<file path="src/logic/serial_status_pkg.sv">
// Shared constants and types of the serial status flag block.
// Assumes a byte-wide register port with byte addresses.
package serial_status_pkg;

   // ************************************************************
   // Register map
   // ************************************************************
   localparam int unsigned ADDR_W         = 8;
   localparam int unsigned DATA_W         = 8;
   localparam logic [7:0]  OFS_CTRL       = 8'h00;
   localparam logic [7:0]  OFS_STATUS_ONE = 8'h04;
   localparam logic [7:0]  OFS_DATA_LOW   = 8'h08;
   localparam logic [7:0]  OFS_BAUD       = 8'h0c;
   localparam logic [7:0]  OFS_EVENT      = 8'h10;
   localparam logic [7:0]  OFS_MASK       = 8'h14;

   // Flag positions in the status register, event and mask registers
   localparam int unsigned BIT_TX_EMPTY   = 7;
   localparam int unsigned BIT_TX_DONE    = 6;
   localparam int unsigned BIT_RX_FULL    = 5;
   localparam int unsigned BIT_IDLE       = 4;

   // Control bits kept in storage; break and preamble bits only queue
   localparam logic [7:0]  CTRL_KEEP      = 8'h13;

   // ************************************************************
   // Reset values and frame shapes
   // ************************************************************
   localparam logic [7:0]  RST_CTRL       = 8'h00;
   localparam logic [7:0]  RST_BAUD       = 8'h03;
   localparam logic [7:0]  RST_MASK       = 8'h00;
   localparam logic [3:0]  FRAME_BITS_M0  = 4'ha;
   localparam logic [3:0]  FRAME_BITS_M1  = 4'hb;
   localparam logic [10:0] FRAME_BREAK    = 11'h000;
   localparam logic [10:0] FRAME_PREAMBLE = 11'h7ff;

   typedef enum logic [1:0] {
      TX_IDLE  = 2'b01,
      TX_SHIFT = 2'b10
   } tx_state_t;

   typedef enum logic [2:0] {
      RX_IDLE  = 3'b001,
      RX_START = 3'b010,
      RX_BITS  = 3'b100
   } rx_state_t;

   typedef struct packed {
      logic [2:0] rsvd;
      logic       tx_ninth;
      logic       pre_req;
      logic       brk_req;
      logic       receiver_wakeup;
      logic       word_len;
   } ctrl_t;

   typedef struct packed {
      logic       transmit_empty_flag;
      logic       transmit_complete_flag;
      logic       receive_full_flag;
      logic       idle_flag;
      logic [3:0] rsvd;
   } serial_status_one_t;

endpackage : serial_status_pkg

</file>
<file path="src/logic/serial_rx_shift.sv">
// Receive shifter and idle-line counter.
// Assumes rxd is already synchronised to clk.
`timescale 1ns/1ps
module serial_rx_shift
   import serial_status_pkg::*;
#(
   parameter int unsigned DIV_W = 8
)(
   input  wire logic             clk,
   input  wire logic             rst_n,
   input  wire logic             rxd,
   input  wire logic             word_len,
   input  wire logic [3:0]       frame_bits,
   input  wire logic [DIV_W-1:0] div,
   output logic                  done,
   output logic [8:0]            data,
   output logic                  idle_hit
);
   generate
      if (DIV_W < 2) begin : g_chk
         $error("serial_rx_shift: DIV_W below 2");
      end
   endgenerate

   rx_state_t        state_q;
   logic [DIV_W-1:0] cnt_q;
   logic [DIV_W-1:0] ones_cnt_q;
   logic [3:0]       left_q;
   logic [3:0]       ones_bits_q;
   logic [9:0]       sh_q;
   logic [9:0]       full_w;
   logic [8:0]       data_q;
   logic             done_q;
   logic             hit_q;

   assign full_w = {rxd, sh_q[9:1]};

   always_ff @(posedge clk) begin
      if (!rst_n) begin
         state_q <= RX_IDLE;
         cnt_q   <= '0;
         left_q  <= '0;
         sh_q    <= '0;
         data_q  <= '0;
         done_q  <= 1'b0;
      end else begin
         done_q <= 1'b0;
         case (state_q)
            RX_IDLE: begin
               if (!rxd) begin
                  state_q <= RX_START;
                  cnt_q   <= div >> 1;
               end
            end
            RX_START: begin
               // Start bit rechecked mid-bit to reject glitches
               if (cnt_q == '0) begin
                  state_q <= rxd ? RX_IDLE : RX_BITS;
                  cnt_q   <= div;
                  left_q  <= frame_bits - 4'h1;
               end else begin
                  cnt_q <= cnt_q - DIV_W'(1);
               end
            end
            RX_BITS: begin
               if (cnt_q == '0) begin
                  sh_q   <= full_w;
                  cnt_q  <= div;
                  left_q <= left_q - 4'h1;
                  if (left_q == 4'h1) begin
                     state_q <= RX_IDLE;
                     done_q  <= rxd;
                     if (rxd) begin
                        data_q <= word_len ? full_w[8:0]
                                           : {1'b0, full_w[8:1]};
                     end
                  end
               end else begin
                  cnt_q <= cnt_q - DIV_W'(1);
               end
            end
            default: state_q <= RX_IDLE;
         endcase
      end
   end

   // Counts whole bit times of mark level; saturates until a space
   always_ff @(posedge clk) begin
      if (!rst_n) begin
         ones_cnt_q  <= '0;
         ones_bits_q <= '0;
         hit_q       <= 1'b0;
      end else begin
         hit_q <= 1'b0;
         if (!rxd) begin
            ones_cnt_q  <= '0;
            ones_bits_q <= '0;
         end else if (ones_bits_q != frame_bits) begin
            if (ones_cnt_q == div) begin
               ones_cnt_q  <= '0;
               ones_bits_q <= ones_bits_q + 4'h1;
               hit_q       <= (ones_bits_q + 4'h1 == frame_bits);
            end else begin
               ones_cnt_q <= ones_cnt_q + DIV_W'(1);
            end
         end
      end
   end

   assign done     = done_q;
   assign data     = data_q;
   assign idle_hit = hit_q;

endmodule : serial_rx_shift

</file>
<file path="src/logic/serial_status_flags.sv">
// Serial interface status flags with register port, shifters and irq.
// Assumes a single-cycle register master and an asynchronous RXD pin.
//
// Overview of operation
// - Apart from complete on queueing, a flag clears only by a status read first, then a data access.
// - Transmit-empty (bit 7) sets when the shifter takes the data byte.
// - Transmit-empty clears by a status read that saw it, then a data write.
// - Transmit-complete (bit 6) stays low while anything is being sent.
// - Transmit-complete sets when sending ends; then the line idles high.
// - Transmit-complete clears by the sequence or once anything is queued.
// - When transmit-complete sees set and clear together, clear wins.
// - Receive-full (bit 5) sets when a received byte reaches the data reg.
// - Receive-full clears by a status read that saw it, then a data read.
// - Idle (bit 4) sets after 10 mark bit times, or 11 with long words.
// - After idle clears it cannot set again until receive-full has set.
// - Idle clears by a status read that saw it, then a data read.
// - While receiver wakeup is set, an idle line does not set idle.
// - Status at offset 0x0004 reads at any time; writes do nothing.
// - The flags are both pollable bits and interrupt sources.
`timescale 1ns/1ps
module serial_status_flags
   import serial_status_pkg::*;
(
   input  wire logic              SYS_CLK,
   input  wire logic              RST_N,
   input  wire logic [ADDR_W-1:0] ADDR,
   input  wire logic [DATA_W-1:0] WDATA,
   input  wire logic              WR,
   input  wire logic              RD,
   output logic       [DATA_W-1:0] RDATA,
   input  wire logic              RXD,
   output logic                   TXD,
   output logic                   IRQ
);

   // ************************************************************
   // Register decode
   // ************************************************************
   function automatic logic hit(input logic [ADDR_W-1:0] a,
                                input logic [ADDR_W-1:0] ofs);
      return a == ofs;
   endfunction : hit

   logic wr_ctrl;
   logic wr_data;
   logic wr_baud;
   logic wr_event;
   logic wr_mask;
   logic rd_status;
   logic rd_data;

   assign wr_ctrl   = WR & hit(ADDR, OFS_CTRL);
   assign wr_data   = WR & hit(ADDR, OFS_DATA_LOW);
   assign wr_baud   = WR & hit(ADDR, OFS_BAUD);
   assign wr_event  = WR & hit(ADDR, OFS_EVENT);
   assign wr_mask   = WR & hit(ADDR, OFS_MASK);
   assign rd_status = RD & hit(ADDR, OFS_STATUS_ONE);
   assign rd_data   = RD & hit(ADDR, OFS_DATA_LOW);

   ctrl_t      ctrl_q;
   ctrl_t      ctrl_w;
   logic [7:0] baud_q;
   logic [7:0] mask_q;
   logic [7:0] event_q;
   logic [8:0] tx_data_q;
   logic       brk_req;
   logic       pre_req;

   assign ctrl_w  = ctrl_t'(WDATA);
   assign brk_req = wr_ctrl & ctrl_w.brk_req;
   assign pre_req = wr_ctrl & ctrl_w.pre_req;

   always_ff @(posedge SYS_CLK) begin
      if (!RST_N) begin
         ctrl_q <= ctrl_t'(RST_CTRL);
         baud_q <= RST_BAUD;
         mask_q <= RST_MASK;
      end else begin
         if (wr_ctrl) begin
            ctrl_q <= ctrl_t'(WDATA & CTRL_KEEP);
         end
         if (wr_baud) begin
            baud_q <= WDATA;
         end
         if (wr_mask) begin
            mask_q <= WDATA;
         end
      end
   end

   // ************************************************************
   // Receive side
   // ************************************************************
   logic       rxd_meta_q;
   logic       rxd_sync_q;
   logic       rx_done;
   logic       idle_hit;
   logic [8:0] rx_data;
   logic [3:0] frame_bits;

   always_ff @(posedge SYS_CLK) begin
      if (!RST_N) begin
         rxd_meta_q <= 1'b1;
         rxd_sync_q <= 1'b1;
      end else begin
         rxd_meta_q <= RXD;
         rxd_sync_q <= rxd_meta_q;
      end
   end

   assign frame_bits = ctrl_q.word_len ? FRAME_BITS_M1 : FRAME_BITS_M0;

   serial_rx_shift #(
      .DIV_W      (8)
   ) u_rx (
      .clk        (SYS_CLK),
      .rst_n      (RST_N),
      .rxd        (rxd_sync_q),
      .word_len   (ctrl_q.word_len),
      .frame_bits (frame_bits),
      .div        (baud_q),
      .done       (rx_done),
      .data       (rx_data),
      .idle_hit   (idle_hit)
   );

   // ************************************************************
   // Transmit queue and shifter
   // ************************************************************
   logic        tx_pend_q;
   logic        brk_pend_q;
   logic        pre_pend_q;
   logic        tx_busy;
   logic        tx_busy_q;
   logic        launch_brk;
   logic        launch_pre;
   logic        launch_data;
   logic        queued;
   logic [10:0] tx_frame;

   // Break first, then preamble, then data; one launch per idle shifter
   assign launch_brk  = !tx_busy & brk_pend_q;
   assign launch_pre  = !tx_busy & !brk_pend_q & pre_pend_q;
   assign launch_data = !tx_busy & !brk_pend_q & !pre_pend_q & tx_pend_q;
   assign queued      = tx_pend_q | brk_pend_q | pre_pend_q
                      | wr_data | brk_req | pre_req;

   always_comb begin
      if (launch_brk) begin
         tx_frame = FRAME_BREAK;
      end else if (launch_pre) begin
         tx_frame = FRAME_PREAMBLE;
      end else if (ctrl_q.word_len) begin
         tx_frame = {1'b1, tx_data_q, 1'b0};
      end else begin
         // Short frames put the stop bit where the ninth bit would go
         tx_frame = {2'b11, tx_data_q[7:0], 1'b0};
      end
   end

   always_ff @(posedge SYS_CLK) begin
      if (!RST_N) begin
         tx_pend_q  <= 1'b0;
         brk_pend_q <= 1'b0;
         pre_pend_q <= 1'b0;
         tx_data_q  <= '0;
         tx_busy_q  <= 1'b0;
      end else begin
         tx_busy_q  <= tx_busy;
         // A new request in the launch cycle stays pending
         tx_pend_q  <= wr_data | (tx_pend_q & !launch_data);
         brk_pend_q <= brk_req | (brk_pend_q & !launch_brk);
         pre_pend_q <= pre_req | (pre_pend_q & !launch_pre);
         if (wr_data) begin
            tx_data_q <= {ctrl_q.tx_ninth, WDATA};
         end
      end
   end

   serial_tx_shift #(
      .FRAME_W    (11),
      .DIV_W      (8)
   ) u_tx (
      .clk        (SYS_CLK),
      .rst_n      (RST_N),
      .load       (launch_brk | launch_pre | launch_data),
      .frame      (tx_frame),
      .frame_bits (frame_bits),
      .div        (baud_q),
      .busy       (tx_busy),
      .txd        (TXD)
   );

   // ************************************************************
   // Status flags and two-step clearing
   // ************************************************************
   logic       tx_empty_q;
   logic       tx_done_q;
   logic       rx_full_q;
   logic       idle_q;
   logic       idle_armed_q;
   logic [7:0] arm_q;
   logic [7:0] flags;
   logic       tx_done_set;
   logic       tx_done_clr;
   logic       tx_empty_clr;
   logic       rx_full_clr;
   logic       idle_clr;
   logic       idle_set;
   serial_status_one_t status_w;

   assign status_w = '{transmit_empty_flag:    tx_empty_q,
                       transmit_complete_flag: tx_done_q,
                       receive_full_flag:      rx_full_q,
                       idle_flag:              idle_q,
                       rsvd:                   4'h0};
   assign flags    = status_w;

   // Apart from complete on a queued request, only flags seen set by the last status read may be cleared
   assign tx_empty_clr = wr_data & arm_q[BIT_TX_EMPTY];
   assign tx_done_clr  = (wr_data & arm_q[BIT_TX_DONE]) | queued;
   assign rx_full_clr  = rd_data & arm_q[BIT_RX_FULL];
   assign idle_clr     = rd_data & arm_q[BIT_IDLE];
   assign tx_done_set  = tx_busy_q & !tx_busy & tx_empty_q;
   assign idle_set     = idle_hit & idle_armed_q & !ctrl_q.receiver_wakeup;

   always_ff @(posedge SYS_CLK) begin
      if (!RST_N) begin
         arm_q <= '0;
      end else if (rd_status) begin
         arm_q <= flags;
      end else begin
         arm_q <= arm_q & flags
                & ~({8{wr_data}} & 8'hc0)
                & ~({8{rd_data}} & 8'h30);
      end
   end

   always_ff @(posedge SYS_CLK) begin
      if (!RST_N) begin
         tx_empty_q <= 1'b1;
      end else if (launch_data) begin
         tx_empty_q <= 1'b1;
      end else if (tx_empty_clr) begin
         tx_empty_q <= 1'b0;
      end
   end

   // Clear is tested first here: a set in the same cycle loses
   always_ff @(posedge SYS_CLK) begin
      if (!RST_N) begin
         tx_done_q <= 1'b1;
      end else if (tx_done_clr) begin
         tx_done_q <= 1'b0;
      end else if (tx_done_set) begin
         tx_done_q <= 1'b1;
      end
   end

   always_ff @(posedge SYS_CLK) begin
      if (!RST_N) begin
         rx_full_q <= 1'b0;
      end else if (rx_done) begin
         rx_full_q <= 1'b1;
      end else if (rx_full_clr) begin
         rx_full_q <= 1'b0;
      end
   end

   // Idle rearms only after a good frame sets receive-full
   always_ff @(posedge SYS_CLK) begin
      if (!RST_N) begin
         idle_q       <= 1'b0;
         idle_armed_q <= 1'b0;
      end else begin
         if (idle_set) begin
            idle_q <= 1'b1;
         end else if (idle_clr) begin
            idle_q <= 1'b0;
         end
         if (rx_done) begin
            idle_armed_q <= 1'b1;
         end else if (idle_clr & !idle_set) begin
            idle_armed_q <= 1'b0;
         end
      end
   end

   // ************************************************************
   // Events, interrupt and read data
   // ************************************************************
   logic [7:0] ev_set;
   logic [7:0] rdata_q;
   logic       irq_q;

   assign ev_set = {launch_data, tx_done_set & !tx_done_clr, rx_done, idle_set,
                    4'h0};

   always_ff @(posedge SYS_CLK) begin
      if (!RST_N) begin
         event_q <= '0;
         irq_q   <= 1'b0;
      end else begin
         // Set beats a simultaneous write-one-to-clear
         event_q <= ev_set | (event_q & ~({8{wr_event}} & WDATA));
         irq_q   <= |(event_q & mask_q);
      end
   end

   // Writes to the status offset fall through: no storage behind it
   always_ff @(posedge SYS_CLK) begin
      if (!RST_N) begin
         rdata_q <= '0;
      end else if (RD) begin
         case (ADDR)
            OFS_CTRL:       rdata_q <= ctrl_q;
            OFS_STATUS_ONE: rdata_q <= flags;
            OFS_DATA_LOW:   rdata_q <= rx_data[7:0];
            OFS_BAUD:       rdata_q <= baud_q;
            OFS_EVENT:      rdata_q <= event_q;
            OFS_MASK:       rdata_q <= mask_q;
            default:        rdata_q <= '0;
         endcase
      end else begin
         rdata_q <= '0;
      end
   end

   assign RDATA = rdata_q;
   assign IRQ   = irq_q;
endmodule : serial_status_flags

</file>
<file path="src/logic/serial_tx_shift.sv">
// Transmit shifter: sends one prepared frame LSB first.
// Assumes the caller loads only while busy is low.
`timescale 1ns/1ps
module serial_tx_shift
   import serial_status_pkg::*;
#(
   parameter int unsigned FRAME_W = 11,
   parameter int unsigned DIV_W   = 8
)(
   input  wire logic               clk,
   input  wire logic               rst_n,
   input  wire logic               load,
   input  wire logic [FRAME_W-1:0] frame,
   input  wire logic [3:0]         frame_bits,
   input  wire logic [DIV_W-1:0]   div,
   output logic                    busy,
   output logic                    txd
);
   generate
      if (FRAME_W < 11) begin : g_chk
         $error("serial_tx_shift: FRAME_W below 11");
      end
   endgenerate

   tx_state_t          state_q;
   logic [FRAME_W-1:0] shift_q;
   logic [3:0]         left_q;
   logic [DIV_W-1:0]   cnt_q;
   logic               txd_q;

   always_ff @(posedge clk) begin
      if (!rst_n) begin
         state_q <= TX_IDLE;
         shift_q <= '1;
         left_q  <= '0;
         cnt_q   <= '0;
         txd_q   <= 1'b1;
      end else begin
         case (state_q)
            TX_IDLE: begin
               if (load) begin
                  state_q <= TX_SHIFT;
                  shift_q <= frame;
                  left_q  <= frame_bits;
                  cnt_q   <= div;
                  txd_q   <= frame[0];
               end
            end
            TX_SHIFT: begin
               if (cnt_q == '0) begin
                  if (left_q == 4'h1) begin
                     // Line returns to mark level as the frame ends
                     state_q <= TX_IDLE;
                     txd_q   <= 1'b1;
                  end else begin
                     shift_q <= {1'b1, shift_q[FRAME_W-1:1]};
                     txd_q   <= shift_q[1];
                     left_q  <= left_q - 4'h1;
                     cnt_q   <= div;
                  end
               end else begin
                  cnt_q <= cnt_q - DIV_W'(1);
               end
            end
            default: state_q <= TX_IDLE;
         endcase
      end
   end

   assign busy = (state_q == TX_SHIFT);
   assign txd  = txd_q;

endmodule : serial_tx_shift
</file>
<file path="config.mk">
export PLATFORM = sky130hd
export DESIGN_NAME = serial_status_flags
export DESIGN_NICKNAME = d
export VERILOG_FILES = /design/src/logic/serial_status_pkg.sv /design/src/logic/serial_rx_shift.sv /design/src/logic/serial_status_flags.sv /design/src/logic/serial_tx_shift.sv
export SDC_FILE = /design/constraint.sdc
export NUM_CORES = 1
export LEC_CHECK = 0
export BUFFER_PORTS_ARGS = -buffer_cell sky130_fd_sc_hd__buf_2
export CORE_AREA = 2 2 112 114
export CTS_CLUSTER_SIZE = 8
export DETAILED_ROUTE_END_ITERATION = 16
export DIE_AREA = 0 0 114 116
export PLACE_DENSITY = 0.71
export SLEW_MARGIN = 5
export SYNTH_ARGS = -nofsm -noshare
export SYNTH_HDL_FRONTEND = slang
export SYNTH_SLANG_ARGS = --single-unit
</file>
<file path="constraint.sdc">
create_clock -name SYS_CLK -period 5.22 [get_ports SYS_CLK]
set_input_delay 0.522 -clock SYS_CLK [delete_from_list [all_inputs] [get_ports SYS_CLK]]
set_output_delay 0.522 -clock SYS_CLK [all_outputs]
set_load 0.03 [all_outputs]
</file>
After elaboration in Yosys (flattened, before gate mapping)
Index checks and enable logic that the tools add are counted.
- equality and inequality tests: 24
- add/sub/neg operators: 7
- reductions and logical operators: 37
- bitwise operators: 49
- mux-type cells: 48
- operators with widths (cell ; number):
    $mux W8 ; 8
    $and A8 B8 Y8 ; 6
    $pmux W8 S6 ; 1
    $mux W11 ; 4
    $pmux W8 S2 ; 2
    $and A1 B1 Y1 ; 27
    $logic_not A8 Y1 ; 3
    $pmux W11 S2 ; 1
    $mux W10 ; 2
    $mux W4 ; 5
    $reduce_and A4 Y1 ; 5
    $eq A8 B4 Y1 const B ; 2
    $eq A8 B5 Y1 const B ; 2
    $not A8 Y8 ; 2
    $pmux W4 S2 ; 2
    $sub A8 B1 Y8 const B ; 2
    $mux W3 ; 5
    $reduce_bool A2 Y1 ; 7
    $mux W1 ; 12
    $ne A2 B1 Y1 const B ; 6
    $reduce_and A3 Y1 ; 4
    $sub A4 B1 Y4 const B ; 3
    $or A1 B1 Y1 ; 11
    $reduce_and A2 Y1 ; 5
    other kinds (24) ; 38
- logic and storage cells: 201
- register bits: 137

Longest topological paths before layout
Gate-level depths: netlist (run 1).
- depth in word-level cells: 9
- gate-level depth with buffers: 9

Modules after synthesis
From an unflattened synthesis (run 1), not the netlist that was laid out.
- cell total of the unflattened synthesis: 791
- area total of the unflattened synthesis: 6787.8 um^2
- modules (own cells, without submodules) (module ; seq. area each (um^2) ; times used ; cells an instance ; area an instance (um^2)):
    serial_status_flags ; 1181.1 ; 1 ; 304 ; 2606.2
    serial_rx_shift ; 940.9 ; 1 ; 304 ; 2538.7
    serial_tx_shift ; 500.5 ; 1 ; 183 ; 1642.8

Worst setup path after synthesis (run 1)
Ideal clock, no wire load.
- path kind: reg-to-reg
- start: register u_tx.left_q[0]
- end: register u_tx.shift_q[3]
- data arrival time: 1.880 ns
- stages on the path, launching flop included: 9
- library setup time: 0.130 ns
- setup slack: 3.210 ns
- required time: 5.090 ns
- period minus slack after synthesis: 2.010 ns
- path through: dfxtp_1 > ha_1 > or3b_2 > clkbuf_1 > nand3_1 > a21o_1 > buf_4 > mux2i_1 > nand2_1
- cells in the longest elaborated chain, start to end: 3
- ends and longest elaborated chain (element ; RTL line ; RTL):
    from (decl) ; serial_tx_shift.sv:27 ; logic [3:0] left_q;
    from (signal assigned) ; serial_tx_shift.sv:44 ; left_q <= frame_bits;
    from (signal assigned) ; serial_tx_shift.sv:58 ; left_q <= left_q - 4'h1;
    $eq A4 B1 Y1 ; serial_tx_shift.sv:51 ; if (left_q == 4'h1) begin
    $ne A2 B2 Y1 (no line) ; - ;
    $reduce_and A4 Y1 (no line) ; - ;
    to (signal assigned) ; serial_tx_shift.sv:43 ; shift_q <= frame;
    to (signal assigned) ; serial_tx_shift.sv:56 ; shift_q <= {1'b1, shift_q[FRAME_W-1:1]};
    to (decl) ; serial_tx_shift.sv:26 ; logic [FRAME_W-1:0] shift_q;
No other way between the ends.
A chain may end at the register's enable or synchronous reset.

Final worst setup path (run 1)
- start: register u_rx.state_q[2]
- end: register u_rx.data_q[5], in the netlist u_rx.data[5]
- cells in the longest elaborated chain, start to end: 2
- ends and longest elaborated chain (element ; RTL line ; RTL):
    from (decl) ; serial_rx_shift.sv:25 ; rx_state_t state_q;
    from (signal assigned) ; serial_rx_shift.sv:58 ; state_q <= rxd ? RX_IDLE : RX_BITS;
    $eq A3 B3 Y1 ; serial_rx_shift.sv:48 ; case (state_q)
    $reduce_and A4 Y1 (no line) ; - ;
    to (signal assigned) ; serial_rx_shift.sv:74 ; data_q <= word_len ? full_w[8:0]
    to (decl) ; serial_rx_shift.sv:32 ; logic [8:0] data_q;
No other way between the ends.

==> impl_metrics.xml, run 1 <==
<?xml version="1.0" encoding="UTF-8"?>
<metrics>
  <group name="layout">
    <metric name="num_antenna_cells" unit="">0</metric>
    <metric name="finalInstanceArea" unit="um2">7170</metric>
    <metric name="layout.nets" unit="">793</metric>
    <metric name="total_area_of_multi_input_combinational_cells" unit="um2">3550</metric>
    <metric name="layout.cells.non_filler" unit="">920</metric>
    <metric name="flow.area_growth_from_synthesis" unit="%">12.0</metric>
    <metric name="area_taken_by_flip_flops_and_latches" unit="um2">2600</metric>
    <metric name="num-fill-cells" unit="">1043</metric>
    <metric name="drive_above_1_share" unit="%">11.6</metric>
  </group>
  <group name="worst_setup_path">
    <metric name="reg2regPathDepth" unit="">5</metric>
    <metric name="critical_path_required" unit="ps">5550</metric>
    <metric name="crit_path_top_delay_cell" unit="">sky130_fd_sc_hd__nor3b_2</metric>
    <metric name="crit_family" unit="">simple AND/OR/NAND/NOR gates</metric>
    <metric name="timing.critical_path.slowest_cell_delay" unit="ps">780</metric>
    <metric name="timing.reg2reg.setup_slack" unit="ps">2480</metric>
    <metric name="worst-path-buf-inv" unit="">0</metric>
    <metric name="element_type_at_the_critical_path_end" unit="">register</metric>
    <metric name="cp-startpoint" unit="">u_rx.state_q[2]</metric>
    <metric name="critical_path.max_fanout" unit="">16</metric>
    <metric name="timing.critical_path.arrival" unit="ps">3070</metric>
    <metric name="regToRegEndpoint" unit="">u_rx.data[5]</metric>
    <metric name="type_of_the_worst_setup_path" unit="">register to register</metric>
    <metric name="cp_cell_sequence" unit="">nor3b_2 -&gt; nand3_2 -&gt; nor3_4 -&gt; nor2_1 -&gt; a211oi_1</metric>
    <metric name="critPathCapture" unit="">u_rx.data[5]</metric>
    <metric name="cp.depth" unit="">5</metric>
    <metric name="critPathLaunchType" unit="">register</metric>
    <metric name="r2r-start" unit="">u_rx.state_q[2]</metric>
  </group>
  <group name="sta">
    <metric name="timing.final.setup_violations" unit="">0</metric>
    <metric name="finalCritPeriodShare" unit="%">52.5</metric>
    <metric name="holdWs" unit="ps">287</metric>
    <metric name="maxSlewHeadroom" unit="%">38.0</metric>
    <metric name="drv_slew" unit="">0</metric>
    <metric name="achievable-frequency" unit="MHz">365</metric>
    <metric name="report.final.hold_viol_count" unit="">0</metric>
    <metric name="fin_skew" unit="ps">4.94</metric>
    <metric name="grt_setup_unrepaired" unit="">false</metric>
    <metric name="timing.final.crit_period" unit="ps">2740</metric>
    <metric name="max_slew.worst_pin.slew" unit="ps">922</metric>
    <metric name="timing.setup.tns" unit="ps">0</metric>
  </group>
  <group name="drt">
    <metric name="routed_len_inst" unit="um">16.4</metric>
    <metric name="detailedRoute.firstIterationViolations" unit="">475</metric>
    <metric name="dr_total_vias" unit="">5505</metric>
    <metric name="vias_per_cell" unit="">5.98</metric>
    <metric name="antenna_left" unit="">0</metric>
    <metric name="final_routed_wirelength_across_all_metal_layers" unit="um">15100</metric>
    <metric name="drt_pre_antenna_iters" unit="">5</metric>
    <metric name="drcViolationCount" unit="">0</metric>
  </group>
  <group name="yosys">
    <metric name="synth_top_family_by_area" unit="">simple AND/OR/NAND/NOR gates</metric>
    <metric name="synth_top_flop_cell" unit="">sky130_fd_sc_hd__dfxtp_1</metric>
    <metric name="synth_seq_area_share" unit="%">40.7</metric>
    <metric name="ys_types" unit="">75</metric>
    <metric name="syn-num-nets" unit="">785</metric>
    <metric name="number_of_synthesized_flops_with_an_enable_pin" unit="">0</metric>
    <metric name="synthCells" unit="">752</metric>
    <metric name="synth_compound_area_share" unit="%">18.4</metric>
    <metric name="ys_warn_count" unit="">0</metric>
    <metric name="asyncSetResetFlopFracSynth" unit="%">0</metric>
    <metric name="synth_xor_xnor_area_share" unit="%">3.15</metric>
    <metric name="avgSynthCellArea" unit="um2">8.51</metric>
    <metric name="synthesis.area" unit="um2">6400</metric>
    <metric name="synth_mux_area_share" unit="%">8.37</metric>
    <metric name="postSynthRegisterBits" unit="">130</metric>
    <metric name="yosys.area_share.adder" unit="%">2.35</metric>
    <metric name="fraction_of_the_mapped_netlist_area_in_simple_logic_gates" unit="%">23.2</metric>
  </group>
  <group name="global_routing">
    <metric name="globalRoute.totalOverflow" unit="">0</metric>
    <metric name="antenna_found_initial" unit="">0</metric>
    <metric name="global_route.peak_usage_layer" unit="">met2</metric>
    <metric name="gr-usage-met3" unit="%">5.70</metric>
    <metric name="grt_start_max_net_pins" unit="">52</metric>
    <metric name="first_global_vias" unit="">5203</metric>
    <metric name="gr-usage-met1" unit="%">30.0</metric>
    <metric name="grt_first_pass_wirelength" unit="um">24800</metric>
    <metric name="track_usage" unit="%">23.7</metric>
    <metric name="met2_layer_usage_reported_by_global_route" unit="%">39.1</metric>
  </group>
  <group name="min_path">
    <metric name="worst_hold_path_type" unit="">input port to register</metric>
  </group>
  <group name="placement">
    <metric name="dp_hpwl" unit="um">10400</metric>
    <metric name="post_dp_cell_area" unit="um2">6570</metric>
    <metric name="number_of_port_buffers" unit="">30</metric>
    <metric name="dp_cells" unit="">888</metric>
    <metric name="final_replace_weighted_congestion" unit="">0.861</metric>
  </group>
  <group name="floorplan">
    <metric name="dieWidth" unit="um">114</metric>
    <metric name="die_h" unit="um">116</metric>
    <metric name="floorplan.rows" unit="">40</metric>
    <metric name="initial_core_util" unit="%">53.7</metric>
    <metric name="core" unit="um2">11900</metric>
    <metric name="total_die_area" unit="um2">13200</metric>
    <metric name="num_io_pins" unit="">31</metric>
  </group>
  <group name="power">
    <metric name="total_switching_power" unit="uW">496</metric>
    <metric name="power.share.combinational" unit="%">4.6</metric>
    <metric name="power_report.internal_total" unit="uW">1810</metric>
    <metric name="power_density_of_the_placed_cells" unit="nW/um2">321</metric>
    <metric name="worst_vdd_ir" unit="mV">0.265</metric>
    <metric name="register_share_of_total_power" unit="%">43.8</metric>
    <metric name="power.clock.fraction" unit="%">51.6</metric>
    <metric name="leakagePower" unit="uW">0.00265</metric>
    <metric name="sw_frac_of_total" unit="%">21.5</metric>
  </group>
  <group name="clocking">
    <metric name="worst_setup_hold_path_clk_slew" unit="ps">50</metric>
    <metric name="cts_root_buf" unit="">sky130_fd_sc_hd__clkbuf_16</metric>
    <metric name="cts_max_path_buffers" unit="">2</metric>
    <metric name="post_cts_setup_repair_buffer_count" unit="">0</metric>
    <metric name="cts-buffers-inserted" unit="">17</metric>
    <metric name="cts_hold_buf" unit="">0</metric>
    <metric name="resized_after_cts" unit="">0</metric>
    <metric name="numClockSinks" unit="">130</metric>
    <metric name="worst_skew_pair_later_pin_latency" unit="ps">420</metric>
    <metric name="clock_tree_from_tritoncts" unit="">done</metric>
    <metric name="htreeDepth" unit="">4</metric>
  </group>
  <group name="status">
    <metric name="outcome" unit="">completed</metric>
  </group>
  <group name="flow_run">
    <metric name="max-cap-violations" unit="">0</metric>
  </group>
</metrics>
Yosys cell counts, types with 9 or more instances:
| cell type | number | area share (%) |
|---|---|---|
| sky130_fd_sc_hd__xnor2_1 | 18 | 2.5 |
| sky130_fd_sc_hd__a22oi_1 | 9 | 1.1 |
| sky130_fd_sc_hd__nor2_1 | 74 | 4.3 |
| sky130_fd_sc_hd__o22ai_1 | 9 | 0.88 |
| sky130_fd_sc_hd__a21oi_1 | 46 | 3.6 |
| sky130_fd_sc_hd__nor3_1 | 19 | 1.5 |
| sky130_fd_sc_hd__nand2b_1 | 11 | 1.1 |
| sky130_fd_sc_hd__o211ai_1 | 9 | 1.1 |
| sky130_fd_sc_hd__ha_1 | 12 | 2.3 |
| sky130_fd_sc_hd__nand3_1 | 37 | 2.9 |
| sky130_fd_sc_hd__clkbuf_1 | 31 | 1.8 |
| sky130_fd_sc_hd__inv_1 | 16 | 0.94 |
| sky130_fd_sc_hd__a31oi_1 | 12 | 1.2 |
| sky130_fd_sc_hd__dfxtp_1 | 130 | 41 |
| sky130_fd_sc_hd__mux2i_1 | 49 | 7.7 |
| sky130_fd_sc_hd__o31ai_1 | 10 | 1.2 |
| sky130_fd_sc_hd__o21ai_0 | 41 | 3.2 |
| sky130_fd_sc_hd__nand2_1 | 88 | 5.2 |
worst min path at each step:
stage / from / slack [ps] / cells past startpoint / end
3_3_place_gp: rxd_meta_q / 400 / 1 / rxd_sync_q
3_5_place_dp: rxd_meta_q / 410 / 1 / rxd_sync_q
5_1_grt: RXD / 300 / 2 / rxd_meta_q
4_1_cts: RXD / 270 / 2 / rxd_meta_q
2_1_floorplan: rxd_meta_q / 390 / 1 / rxd_sync_q
6_report: RXD / 290 / 2 / rxd_meta_q
registers in the layout (all words and copies together) (netlist names), 2 cells and up:
name and flops:
mask_q 8, u_tx.shift_q 10, u_rx.sh_q 9, u_rx.data 8, ctrl_q 3, u_rx.left_q 4, arm_q 3, u_tx.cnt_q 8
event_q 8, u_tx.left_q 4, u_rx.cnt_q 8, u_rx.ones_bits_q 4, RDATA 8, u_rx.ones_cnt_q 8, u_tx.state_q 2, baud_q 8
tx_data_q 9, u_rx.state_q 3
metal layers:
layer | routed length, um | share of wire (%)
met1 | 6710 | 44
met2 | 7250 | 48
met3 | 773 | 5.1
met4 | 355 | 2.4
met5 | 0 | 0
power by group through the flow:
stage          Clock, uW  Sequential [uW]  Combinational [uW]
6_report            1190             1010                 105
5_1_grt             1250             1010                 115
4_1_cts             1210             1010                 104
3_5_place_dp           0             1030                 103
3_3_place_gp           0             1030                 101
2_1_floorplan          0             1030                74.8
logic make-up after synthesis:
group                    after synthesis
adder cells (fa/ha/maj)               12
AND/OR/NAND/NOR                      294
buffers and inverters                 61
multiplexers                          53
flip-flops                           130
AO/OA/AOI/OAI                        179
XOR/XNOR                              23
final cells by class:
type / count / area share [%]
multi-input cells: 561 / 49.5
flip-flops and latches: 130 / 36.3
clock buffers: 22 / 6.48
well taps: 147 / 2.57
repair buffers: 33 / 2.41
clock inverters: 10 / 1.85
inverters: 17 / 0.890
through the flow:
| step | power (uW) | util [%] | worst slack, ps |
|---|---|---|---|
| 3_5_place_dp | 1130 | 55.2 | 2480 |
| 2_1_floorplan | 1100 | - | 3210 |
| 5_1_grt | 2380 | 60.2 | 2220 |
| 3_3_place_gp | 1130 | 55.2 | 2660 |
| 6_report | 2300 | 60.2 | 2480 |
| 4_1_cts | 2320 | 60.2 | 2480 |
layout by cell type (no fill, tap or decap), types with 4 or more instances in the layout:
master and n:
sky130_fd_sc_hd__dfxtp_1 130, sky130_fd_sc_hd__o211ai_1 9, sky130_fd_sc_hd__mux2_2 4, sky130_fd_sc_hd__mux2i_1 49
sky130_fd_sc_hd__nand4_1 5, sky130_fd_sc_hd__o22ai_1 9, sky130_fd_sc_hd__ha_1 12, sky130_fd_sc_hd__a21oi_1 46
sky130_fd_sc_hd__nand2_1 88, sky130_fd_sc_hd__nand2b_1 11, sky130_fd_sc_hd__xnor2_1 18, sky130_fd_sc_hd__nor2b_1 8
sky130_fd_sc_hd__nor2_1 74, sky130_fd_sc_hd__and3_1 6, sky130_fd_sc_hd__buf_2 30, sky130_fd_sc_hd__a22oi_1 9
sky130_fd_sc_hd__nor3b_1 4, sky130_fd_sc_hd__nor3_1 19, sky130_fd_sc_hd__nand3b_1 4, sky130_fd_sc_hd__o21ai_0 41
sky130_fd_sc_hd__clkbuf_16 17, sky130_fd_sc_hd__xor2_1 5, sky130_fd_sc_hd__a211oi_1 6, sky130_fd_sc_hd__a31oi_1 12
sky130_fd_sc_hd__inv_1 16, sky130_fd_sc_hd__or2_2 4, sky130_fd_sc_hd__and2_1 8, sky130_fd_sc_hd__nand3_1 37
sky130_fd_sc_hd__clkinv_2 5, sky130_fd_sc_hd__o31ai_1 10
Power figures use the tool's default switching activity.
==> run 2, diff against run 1 <==
clock period = 2.87 ns   (was 5.22 ns; I/O delays follow)
==> run 2 against run 1 <==
Against the previous run: routed wire length grew 4.8%; via count grew 0.80%; flip-flop and latch count is the same; hold slack lost 250 ps; maximum frequency grew 14%; worst setup slack lost 2000 ps; non-clock buffer count grew 11; critical endpoint is now u_tx.left_q[3]; largest power group unchanged; highest routed layer unchanged.
==> impl_metrics.xml, run 2 (same netlist as run 1, synthesis figures left out) <==
<?xml version="1.0" encoding="UTF-8"?>
<metrics>
  <group name="drt">
    <metric name="antenna_left" unit="">0</metric>
    <metric name="detailedRoute.firstIterationViolations" unit="">538</metric>
    <metric name="dr_total_vias" unit="">5549</metric>
    <metric name="routed_len_inst" unit="um">17.0</metric>
    <metric name="vias_per_cell" unit="">5.96</metric>
    <metric name="drcViolationCount" unit="">0</metric>
    <metric name="drt_pre_antenna_iters" unit="">5</metric>
    <metric name="final_routed_wirelength_across_all_metal_layers" unit="um">15800</metric>
  </group>
  <group name="global_routing">
    <metric name="antenna_found_initial" unit="">0</metric>
    <metric name="met2_layer_usage_reported_by_global_route" unit="%">39.4</metric>
    <metric name="first_global_vias" unit="">5194</metric>
    <metric name="grt_start_max_net_pins" unit="">54</metric>
    <metric name="global_route.peak_usage_layer" unit="">met2</metric>
    <metric name="gr-usage-met3" unit="%">6.64</metric>
    <metric name="globalRoute.totalOverflow" unit="">0</metric>
    <metric name="track_usage" unit="%">24.9</metric>
    <metric name="gr-usage-met1" unit="%">32.1</metric>
    <metric name="grt_first_pass_wirelength" unit="um">25800</metric>
  </group>
  <group name="clocking">
    <metric name="worst_skew_pair_later_pin_latency" unit="ps">430</metric>
    <metric name="cts_max_path_buffers" unit="">2</metric>
    <metric name="clock_tree_from_tritoncts" unit="">done</metric>
    <metric name="cts-buffers-inserted" unit="">17</metric>
    <metric name="cts_root_buf" unit="">sky130_fd_sc_hd__clkbuf_16</metric>
    <metric name="htreeDepth" unit="">4</metric>
    <metric name="cts_hold_buf" unit="">0</metric>
    <metric name="worst_setup_hold_path_clk_slew" unit="ps">60</metric>
    <metric name="resized_after_cts" unit="">0</metric>
    <metric name="numClockSinks" unit="">130</metric>
    <metric name="post_cts_setup_repair_buffer_count" unit="">0</metric>
  </group>
  <group name="sta">
    <metric name="report.final.hold_viol_count" unit="">0</metric>
    <metric name="timing.final.crit_period" unit="ps">2400</metric>
    <metric name="holdWs" unit="ps">40.7</metric>
    <metric name="drv_slew" unit="">0</metric>
    <metric name="maxSlewHeadroom" unit="%">45.1</metric>
    <metric name="timing.final.setup_violations" unit="">0</metric>
    <metric name="achievable-frequency" unit="MHz">418</metric>
    <metric name="max_slew.worst_pin.slew" unit="ps">822</metric>
    <metric name="grt_setup_unrepaired" unit="">false</metric>
    <metric name="finalCritPeriodShare" unit="%">83.5</metric>
    <metric name="fin_skew" unit="ps">5.37</metric>
    <metric name="timing.setup.tns" unit="ps">0</metric>
  </group>
  <group name="placement">
    <metric name="dp_hpwl" unit="um">10700</metric>
    <metric name="dp_cells" unit="">899</metric>
    <metric name="final_replace_weighted_congestion" unit="">0.901</metric>
    <metric name="number_of_port_buffers" unit="">30</metric>
  </group>
  <group name="floorplan">
    <metric name="total_die_area" unit="um2">13200</metric>
    <metric name="num_io_pins" unit="">31</metric>
    <metric name="floorplan.rows" unit="">40</metric>
    <metric name="die_h" unit="um">116</metric>
    <metric name="core" unit="um2">11900</metric>
    <metric name="dieWidth" unit="um">114</metric>
    <metric name="initial_core_util" unit="%">53.7</metric>
  </group>
  <group name="power">
    <metric name="total_switching_power" unit="uW">965</metric>
    <metric name="power.share.combinational" unit="%">4.7</metric>
    <metric name="total_power" unit="uW">4320</metric>
    <metric name="sw_frac_of_total" unit="%">22.3</metric>
    <metric name="power_report.internal_total" unit="uW">3360</metric>
    <metric name="register_share_of_total_power" unit="%">42.4</metric>
    <metric name="power_density_of_the_placed_cells" unit="nW/um2">594</metric>
    <metric name="leakagePower" unit="uW">0.00271</metric>
    <metric name="power.clock.fraction" unit="%">52.9</metric>
    <metric name="worst_vdd_ir" unit="mV">0.606</metric>
  </group>
  <group name="min_path">
    <metric name="worst_hold_path_type" unit="">input port to register</metric>
    <metric name="hold_depth" unit="">2</metric>
  </group>
  <group name="worst_setup_path">
    <metric name="element_type_at_the_critical_path_end" unit="">register</metric>
    <metric name="cp.depth" unit="">6</metric>
    <metric name="cp_cell_sequence" unit="">ha_1 -&gt; or3b_2 -&gt; nand3_1 -&gt; a21o_1 -&gt; o21ba_2 -&gt; o211a_1</metric>
    <metric name="type_of_the_worst_setup_path" unit="">register to register</metric>
    <metric name="reg2regPathDepth" unit="">6</metric>
    <metric name="crit_path_top_delay_cell" unit="">sky130_fd_sc_hd__or3b_2</metric>
    <metric name="crit_family" unit="">compound AO/OA/AOI/OAI gates</metric>
    <metric name="critical_path.max_fanout" unit="">13</metric>
    <metric name="timing.critical_path.slowest_cell_delay" unit="ps">530</metric>
    <metric name="critical_path_required" unit="ps">3190</metric>
    <metric name="critPathLaunchType" unit="">register</metric>
    <metric name="timing.critical_path.arrival" unit="ps">2720</metric>
    <metric name="worst-path-buf-inv" unit="">0</metric>
  </group>
  <group name="layout">
    <metric name="flow.area_growth_from_synthesis" unit="%">13.8</metric>
    <metric name="layout_top_registers" unit="">u_tx.shift_q (10), tx_data_q (9), u_rx.sh_q (9)</metric>
    <metric name="largest_register_ff_count" unit="">10</metric>
    <metric name="layout.nets" unit="">804</metric>
    <metric name="drive_above_1_share" unit="%">13.3</metric>
    <metric name="layout.cells.non_filler" unit="">931</metric>
    <metric name="final_cell_mix" unit="">sky130_fd_sc_hd__dfxtp_1, sky130_fd_sc_hd__nand2_1, sky130_fd_sc_hd__nor2_1</metric>
    <metric name="final_core_util" unit="%">61.1</metric>
    <metric name="layout.cells.most_common" unit="">sky130_fd_sc_hd__dfxtp_1</metric>
    <metric name="num_antenna_cells" unit="">0</metric>
    <metric name="largest_register" unit="">u_tx.shift_q</metric>
  </group>
  <group name="status">
    <metric name="outcome" unit="">completed</metric>
  </group>
  <group name="flow_run">
    <metric name="max-cap-violations" unit="">0</metric>
  </group>
</metrics>
## run 2: cell count changes in the layout (fill, tap and decap cells not counted), sizes merged
cell      change
buf          +11
clkinvlp      +4
clkbuf        -4
bufinv        +1
clkinv        -1
## run 2: final timing paths
path	slack (ps)	startpoint	end
worst max register to register	470	u_tx.left_q[0]	u_tx.left_q[3]
worst max-delay path	470	u_tx.left_q[0]	u_tx.left_q[3]
worst min-delay path	40	RXD	rxd_meta_q
worst min register to register	410	rxd_meta_q	rxd_sync_q
## run 2: stage by stage
step / area, um2 / setup WS, ps
global placement: 6650 / 598
global route: 7280 / 331
floorplan: 6400 / 860
finish: 7280 / 475
CTS: 7280 / 504
detailed placement: 6650 / 506
## run 2: per-layer routing
metal	vias up	routed length (um)	share of wire [%]
met5	-	0	0
met4	0	317	2.0
met3	29	907	5.7
met2	154	7540	48
met1	2633	7060	45
li1	2733	-	-
## run 2: final cells by class
type                       instances  area (um2)
sequential                       130        2600
tap                              147         184
clock inverter                    14         188
fill                            1023        4630
inverter                          17        63.8
clock buffer                      18         439
multi-input combinational        561        3550
timing repair buffer              44         255
## run 2: power groups by stage
stage               clock (uW)  combinational, uW  sequential [uW]
finish                    2290                201             1830
detailed placement           0                198             1870
global route              2400                221             1830
CTS                       2310                199             1830
global placement             0                193             1870
floorplan                    0                136             1870
